==> config.mk <==
export PLATFORM = sky130hd
export DESIGN_NAME = oms_mode_reg
export DESIGN_NICKNAME = d
export VERILOG_FILES = /design/src/design/oms_pkg.sv /design/src/design/oms_once_bit.sv /design/src/design/oms_strap_sync.sv /design/src/design/oms_mode_reg.sv
export SDC_FILE = /design/constraint.sdc
export NUM_CORES = 1
export LEC_CHECK = 0
export ABC_CLOCK_PERIOD_IN_PS = 1700
export BUFFER_PORTS_ARGS = -buffer_cell sky130_fd_sc_hd__buf_2
export CORE_UTILIZATION = 45
export DETAILED_ROUTE_END_ITERATION = 10
export GPL_ROUTABILITY_DRIVEN = 0
export PLACE_DENSITY_LB_ADDON = 0.08
export SLEW_MARGIN = 20
export SYNTH_ARGS = -nofsm -noshare
export SYNTH_HDL_FRONTEND = slang
export SYNTH_SLANG_ARGS = --single-unit
==> constraint.sdc <==
create_clock -name mclk -period 1.7 [get_ports mclk]
set_clock_uncertainty 0.2 [all_clocks]
set_input_delay 0.51 -clock mclk [delete_from_list [all_inputs] [get_ports mclk]]
set_output_delay 0.51 -clock mclk [all_outputs]
set_load 0.005 [all_outputs]
==> src/design/oms_pkg.sv <==
package oms_pkg;
    // register offset and bit layout
    localparam logic [15:0] OMS_MODE_OFFSET = 16'h000b;
    localparam int OMS_MODE_MSB  = 7;
    localparam int OMS_MODE_LSB  = 5;
    localparam int OMS_INTERNAL_VISIBILITY_EN_BIT  = 3;
    localparam int OMS_EMK_BIT   = 1;
    localparam int OMS_EME_BIT   = 0;
    // write takes effect one cycle after the write cycle
    localparam int OMS_APPLY_DELAY = 1;

    typedef enum logic [2:0] {
        OMS_SPECIAL_SC  = 3'h0,
        OMS_EMUL_NARROW = 3'h1,
        OMS_SPECIAL_TST = 3'h2,
        OMS_EMUL_WIDE   = 3'h3,
        OMS_NORMAL_SC   = 3'h4,
        OMS_NORMAL_NAR  = 3'h5,
        OMS_PERIPHERAL  = 3'h6,
        OMS_NORMAL_WIDE = 3'h7
    } oms_mode_e;
endpackage

==> src/design/oms_once_bit.sv <==
`timescale 1ns/100ps
// one writable bit with per-mode permission: never, once, anytime
module oms_once_bit
    import oms_pkg::*;
(
    input  wire logic mclk,        // system clock
    input  wire logic rst_n,       // sync reset, active low
    input  wire logic rst_val,     // value loaded at reset
    input  wire logic wr,          // write accepted this cycle
    input  wire logic wdata,       // bit value written
    input  wire logic allow_any,   // special modes
    input  wire logic allow_once,  // normal modes
    output logic      q            // registered bit
);
    logic q_reg, q_next;
    logic used_reg, used_next;

    // permission check, once-flag consumed by any accepted write
    always_comb begin
        q_next    = q_reg;
        used_next = used_reg;
        if (wr && (allow_any || (allow_once && !used_reg))) begin
            q_next    = wdata;
            used_next = 1'b1;
        end
    end

    // reset value follows the synced straps, so it is known before release
    always_ff @(posedge mclk) begin
        if (!rst_n) begin
            q_reg    <= rst_val;
            used_reg <= 1'b0;
        end else begin
            q_reg    <= q_next;
            used_reg <= used_next;
        end
    end

    assign q = q_reg;
endmodule // oms_once_bit

==> src/design/oms_strap_sync.sv <==
`timescale 1ns/100ps
// two-flop synchroniser for external level inputs
module oms_strap_sync #(
    parameter int W = 3
) (
    input  wire logic         mclk,  // system clock
    input  wire logic [W-1:0] d,     // asynchronous level
    output logic [W-1:0]      q      // synchronised level
);
    logic [W-1:0] s1_reg, s2_reg;

    // first stage feeds only the second
    always_ff @(posedge mclk) begin
        s1_reg <= d;
        s2_reg <= s1_reg;
    end

    assign q = s2_reg;
endmodule // oms_strap_sync

==> src/design/oms_mode_reg.sv <==
`timescale 1ns/100ps
// What this block does
// - mode field at bits 7:5, codes 0..7 name the eight modes
// - reset loads mode from pins; visibility and emulate bits per mode
// - mode field writes ignored while lowest mode bit is one
// - special modes write mode freely, never to or from peripheral
// - normal single chip: top bit fixed, lower bits once, 110 refused
// - special to normal single chip leaves one write, else none
// - secure state blocks all mode field writes
// - accepted writes apply one cycle after the write cycle
// - visibility bit: once normal, never emulation, anytime special
// - port k emulate bit permissions; set in expanded unmaps port k
// - port k mapped in single chip, unmapped in peripheral
// - port e emulate bit writable only special; unmaps in expanded/peripheral
// - port e mapped in single chip whatever the bit
// - register absent in expanded and peripheral, access goes external
// - peripheral mode: inaccessible, reset values still configure chip
// - reads allowed any time the register is in the map
module oms_mode_reg
    import oms_pkg::*;
(
    input  wire logic        mclk,          // system clock
    input  wire logic        rst_n,         // sync reset, active low
    input  wire logic [2:0]  mode_pins,     // mode select pins
    input  wire logic        secure_in,     // secure state level
    input  wire logic [15:0] addr,          // register address
    input  wire logic [7:0]  wdata,         // write data
    input  wire logic        wr_stb,        // write strobe
    input  wire logic        rd_stb,        // read strobe
    output logic [7:0]       rdata,         // read data, cycle after strobe
    output logic [2:0]       mode_sel_field,// current mode
    output logic             internal_visibility_en, // visible internal cycles
    output logic             emulate_port_k,         // port k bit value
    output logic             emulate_port_e,         // port e bit value
    output logic             port_k_mapped, // port k data/direction in map
    output logic             port_e_mapped, // port e data/direction in map
    output logic             ext_forward    // access echoed on external bus
);
    logic [2:0] pins_s;
    logic       secure_s;
    logic [2:0] mode_reg, mode_next;
    logic       mode_once_reg, mode_once_next;
    logic       internal_visibility_en_reg, emk_reg, eme_reg;
    logic       internal_visibility_en_rst, emu_rst;
    logic       init_reg;
    logic       pend_reg, pend_next;
    logic [7:0] pdata_reg, pdata_next;
    logic [7:0] rdata_reg, rdata_next;
    logic       pkm_reg, pem_reg, fwd_reg;
    logic       pkm_next, pem_next, fwd_next;
    logic       in_map, hit, special, emul, normal, single_chip, expanded;
    logic [2:0] wmode;

    oms_strap_sync #(.W(3)) u_pins_sync (
        .mclk (mclk),
        .d    (mode_pins),
        .q    (pins_s)
    );

    oms_strap_sync #(.W(1)) u_sec_sync (
        .mclk (mclk),
        .d    (secure_in),
        .q    (secure_s)
    );

    // visibility bit: once in normal, never in emulation, anytime in special
    oms_once_bit u_internal_visibility_en_bit (
        .mclk       (mclk),
        .rst_n      (rst_n),
        .rst_val    (internal_visibility_en_rst),
        .wr         (pend_reg),
        .wdata      (pdata_reg[OMS_INTERNAL_VISIBILITY_EN_BIT]),
        .allow_any  (special),
        .allow_once (normal),
        .q          (internal_visibility_en_reg)
    );

    // port k emulate bit, same permissions as visibility
    oms_once_bit u_emk_bit (
        .mclk       (mclk),
        .rst_n      (rst_n),
        .rst_val    (emu_rst),
        .wr         (pend_reg),
        .wdata      (pdata_reg[OMS_EMK_BIT]),
        .allow_any  (special),
        .allow_once (normal),
        .q          (emk_reg)
    );

    // port e emulate bit: special modes only, no once permission
    oms_once_bit u_eme_bit (
        .mclk       (mclk),
        .rst_n      (rst_n),
        .rst_val    (emu_rst),
        .wr         (pend_reg),
        .wdata      (pdata_reg[OMS_EME_BIT]),
        .allow_any  (special),
        .allow_once (1'b0),
        .q          (eme_reg)
    );

    // mode class decode
    always_comb begin
        special     = (mode_reg == OMS_SPECIAL_SC) || (mode_reg == OMS_SPECIAL_TST)
                   || (mode_reg == OMS_PERIPHERAL);
        emul        = (mode_reg == OMS_EMUL_NARROW) || (mode_reg == OMS_EMUL_WIDE);
        normal      = mode_reg[2] && (mode_reg != OMS_PERIPHERAL);
        single_chip = !mode_reg[0] && (mode_reg != OMS_PERIPHERAL);
        expanded    = mode_reg[0];
        in_map      = single_chip;
        hit         = (addr == OMS_MODE_OFFSET);
        internal_visibility_en_rst    = !pins_s[2] && (pins_s != 3'h0);
        emu_rst     = !pins_s[2] && pins_s[0];
    end

    // capture write, apply it next cycle; delay hides the change from the write cycle
    always_comb begin
        pend_next  = wr_stb && hit && in_map;
        pdata_next = wdata;
    end

    // apply pending write with per-bit permissions
    always_comb begin
        mode_next      = mode_reg;
        mode_once_next = mode_once_reg;
        wmode          = pdata_reg[OMS_MODE_MSB:OMS_MODE_LSB];
        if (pend_reg) begin
            // mode field
            if (!secure_s && !mode_reg[0]) begin
                if (!mode_reg[2]) begin
                    if (wmode != OMS_PERIPHERAL) begin
                        mode_next      = wmode;
                        mode_once_next = (wmode == OMS_NORMAL_SC);
                    end
                end else if (mode_reg == OMS_NORMAL_SC && mode_once_reg) begin
                    if (wmode[1:0] != 2'h2) begin
                        mode_next      = {1'b1, wmode[1:0]};
                        mode_once_next = 1'b0;
                    end
                end
            end
        end
    end

    // read data in the cycle after the strobe; bits 4 and 2 read zero
    always_comb begin
        rdata_next = 8'h00;
        if (rd_stb && hit && in_map) begin
            rdata_next = {mode_reg, 1'b0, internal_visibility_en_reg, 1'b0, emk_reg, eme_reg};
        end
    end

    // registers; reset values applied the cycle after release from synced pins
    always_ff @(posedge mclk) begin
        if (!rst_n) begin
            init_reg      <= 1'b1;
            mode_reg      <= 3'h0;
            mode_once_reg <= 1'b1;
            pend_reg      <= 1'b0;
            pdata_reg     <= 8'h00;
            rdata_reg     <= 8'h00;
        end else if (init_reg) begin
            // strap capture after release, reset value per selected mode
            init_reg      <= 1'b0;
            mode_reg      <= pins_s;
            mode_once_reg <= 1'b1;
            pend_reg      <= 1'b0;
            pdata_reg     <= 8'h00;
            rdata_reg     <= 8'h00;
        end else begin
            mode_reg      <= mode_next;
            mode_once_reg <= mode_once_next;
            pend_reg      <= pend_next;
            pdata_reg     <= pdata_next;
            rdata_reg     <= rdata_next;
        end
    end

    // map decode; lags the mode by one cycle in exchange for flopped outputs
    always_comb begin
        pkm_next = single_chip || (expanded && !emk_reg);
        pem_next = single_chip || !eme_reg;
        fwd_next = hit && (wr_stb || rd_stb) && !in_map;
    end

    // map decode registered so every output comes from a flip-flop
    always_ff @(posedge mclk) begin
        if (!rst_n) begin
            pkm_reg <= 1'b1;
            pem_reg <= 1'b1;
            fwd_reg <= 1'b0;
        end else begin
            pkm_reg <= pkm_next;
            pem_reg <= pem_next;
            fwd_reg <= fwd_next;
        end
    end

    assign rdata                  = rdata_reg;
    assign mode_sel_field         = mode_reg;
    assign internal_visibility_en = internal_visibility_en_reg;
    assign emulate_port_k         = emk_reg;
    assign emulate_port_e         = eme_reg;
    assign port_k_mapped          = pkm_reg;
    assign port_e_mapped          = pem_reg;
    assign ext_forward            = fwd_reg;
endmodule // oms_mode_reg

==> results.sh <==
export IMPL_cts_tree="built"
export IMPL_timing_rr_end="mode_once_reg"
export IMPL_avgSynthCellArea_um2=10.5
export IMPL_grt_overflow=0
export IMPL_clockBufferDepth=2
export IMPL_clk_pin_slew_ns=0.10
export IMPL_fin_nets=196
export IMPL_finalSetupTns_ns=0
export IMPL_crit_type="reg2reg"
export IMPL_reg2reg_slack_ns=0.07
export IMPL_post_route_period_util_pct=95.9
export IMPL_whs_endpoint="u_pins_sync.s1_reg[2]"
export IMPL_total_power_mw=1.67
export IMPL_fin_cells=195
export IMPL_cp_data_arrival_time_ns=1.63
export IMPL_worstSetupStartpointType="flop"
export IMPL_postSynthRegisterBits=34
export IMPL_boundaryPins=49
export IMPL_postRouteAntennaNets=0
export IMPL_yosysMostFrequentCell="dfxtp_1"
export IMPL_min_path_cells=1
export IMPL_numCtsBuffers=5
export IMPL_netlist_area_um2=1160
export IMPL_initial_core_util_pct=47.1
export IMPL_startpoint="pend_reg"
export IMPL_h_tree_depth=2
export IMPL_dp_cells=187
export IMPL_synth_top_cell_area_share_pct=53.6
export IMPL_dieWidth_um=52.7
export IMPL_postCtsHoldBufs=0
export IMPL_grt_pass1_vias=852
export IMPL_drive_gt1_share_pct=38.8
export IMPL_worstSkewPairLatency_ns=0.33
export IMPL_antenna_cells=0
export IMPL_drtIter0Drc=21
export IMPL_grt_pass1_wl_mm=3.56
export IMPL_required_ns=1.70
export IMPL_crit_fanout=5
export IMPL_drv_slew=0
export IMPL_die_h_um=52.7
export IMPL_r2r_start="pend_reg"
export IMPL_cts_sinks=34
export IMPL_peakVddDrop_v=0.000962
export IMPL_p_leak_nw=0.717
export IMPL_min_from="mode_pins[2]"
export IMPL_fmax_mhz=614
export IMPL_groute_usage_overall_pct=18.4
export IMPL_synth_top_cells_by_area="dfxtp_1, edfxtp_1, and2_1"
export IMPL_postCtsSetupRepairBufs=0
export IMPL_routed_wirelength_mm=2.35
export IMPL_dieArea_um2=2780
export IMPL_end_kind="flop"
export IMPL_status="complete, no violations"
export IMPL_synth_cell_type_count=32
export IMPL_setup_viol=0
export IMPL_num_rows=18
export IMPL_vias=963
export IMPL_syn_inst=110
export IMPL_post_route_min_period_ns=1.63
export IMPL_dr_pass1_iters=4
export IMPL_coreArea_um2=2450
export IMPL_wl_per_cell_um=12.1
export IMPL_hold_slack_ns=0.0838
export IMPL_io_buffer_count=44
export IMPL_ys_warn_count=0
export IMPL_drc=0
export IMPL_ys_seq_area_share_pct=61.4
export IMPL_ys_async_sr_fraction_pct=0
export IMPL_yosys_area_top_type="dfxtp_1"
export IMPL_synth_common_cells="dfxtp_1, and2_1, nor2_1, o21ai_0, nand2_1"
export IMPL_synth_edf_count=3
export IMPL_hpwlAfterDp_mm=1.73
export IMPL_root_buffer="clkbuf_4"
export IMPL_r2r_cells=3
export IMPL_rsz0062_at_grt="no"
export IMPL_drv_cap=0
export IMPL_p_per_area_nw_per_um2=1070
export IMPL_viasPerCell=4.94
export IMPL_final_util_pct=63.8
export IMPL_worstHoldPathType="in2reg"
export IMPL_antenna_found_initial=0
export IMPL_hold_viol_final=0
export IMPL_ys_dominant_reg_cell="dfxtp_1"
export IMPL_grt_max_degree=12
export IMPL_syn2layout_area_growth_pct=35.2
[layout make-up]
cell class                 instances  area (µm²)
timing repair buffer              50         265
multi-input combinational         69         432
clock buffer                       5        37.5
sequential                        34         714
inverter                           4        15.0
fill                             229         890
tap                               30        37.5
clock inverter                     3        63.8
[worst max-delay path: stages, from the launching register on]
cell and delay, ns:
dfxtp_2 0.37, or3b_4 0.43, a2111oi_4 0.36, o31ai_1 0.14
[report_power, final]
part | internal (mW) | switching (mW) | total, mW
logic | 0.0592 | 0.0476 | 0.107
registers | 0.838 | 0.0191 | 0.857
clock network | 0.453 | 0.258 | 0.711
total | 1.35 | 0.325 | 1.67
[metal layers]
metal	track usage (%)	routed length, µm	vias up
met4	10.5	43	0
met1	18.8	948	429
met3	5.51	143	7
met5	0	0	-
li1	-	-	482
met2	32.7	1220	45
[metrics by stage]
step / worst slack (ns) / area [µm²]
global route: 0.0299 / 1570
floorplan: 0.0912 / 1160
detailed placement: -0.0825 / 1440
finish: 0.0704 / 1570
CTS: 0.0226 / 1550
global placement: -0.0115 / 1440
[cells in the final DEF (no fill, tap or decap), drive strengths merged, types with 2 or more instances in the layout]
cell type  synthesis  layout
buf                5      50
dfxtp             31      31
and2              11      11
nor2              10      10
o21ai              6       6
nand2              5       5
clkbuf             0       5
inv                4       4
o31ai              3       3
nand3              3       3
conb               1       3
edfxtp             3       3
nor3               3       3
nand2b             2       2
nor3b              2       2
a21o               2       2
nor2b              2       2
a21oi              2       2
nor4               2       2
bufinv             0       2
or3b               2       2
[worst max path at each step]
stage,endpoint,slack [ns],depth (start not counted)
global placement,rdata[6],-0.01,5
floorplan,rdata[6],0.09,5
CTS,mode_sel_field[2],0.02,1
detailed placement,rdata[7],-0.08,5
finish,mode_once_reg,0.07,3
global route,mode_sel_field[1],0.03,4
[cell families after synthesis]
| logic type | synth area share, % |
|---|---|
| AOI/OAI and AO/OA | 11.8 |
| buffers and inverters | 3.89 |
| DFF | 61.4 |
| other | 0.324 |
| and+or+nand+nor | 22.6 |
[what timing repair did]
item	4_1_cts	5_1_grt
hold endpoints to repair	0	0
gates resized for setup	2	4
setup endpoints to repair	1	3
Power figures use the tool's default switching activity.
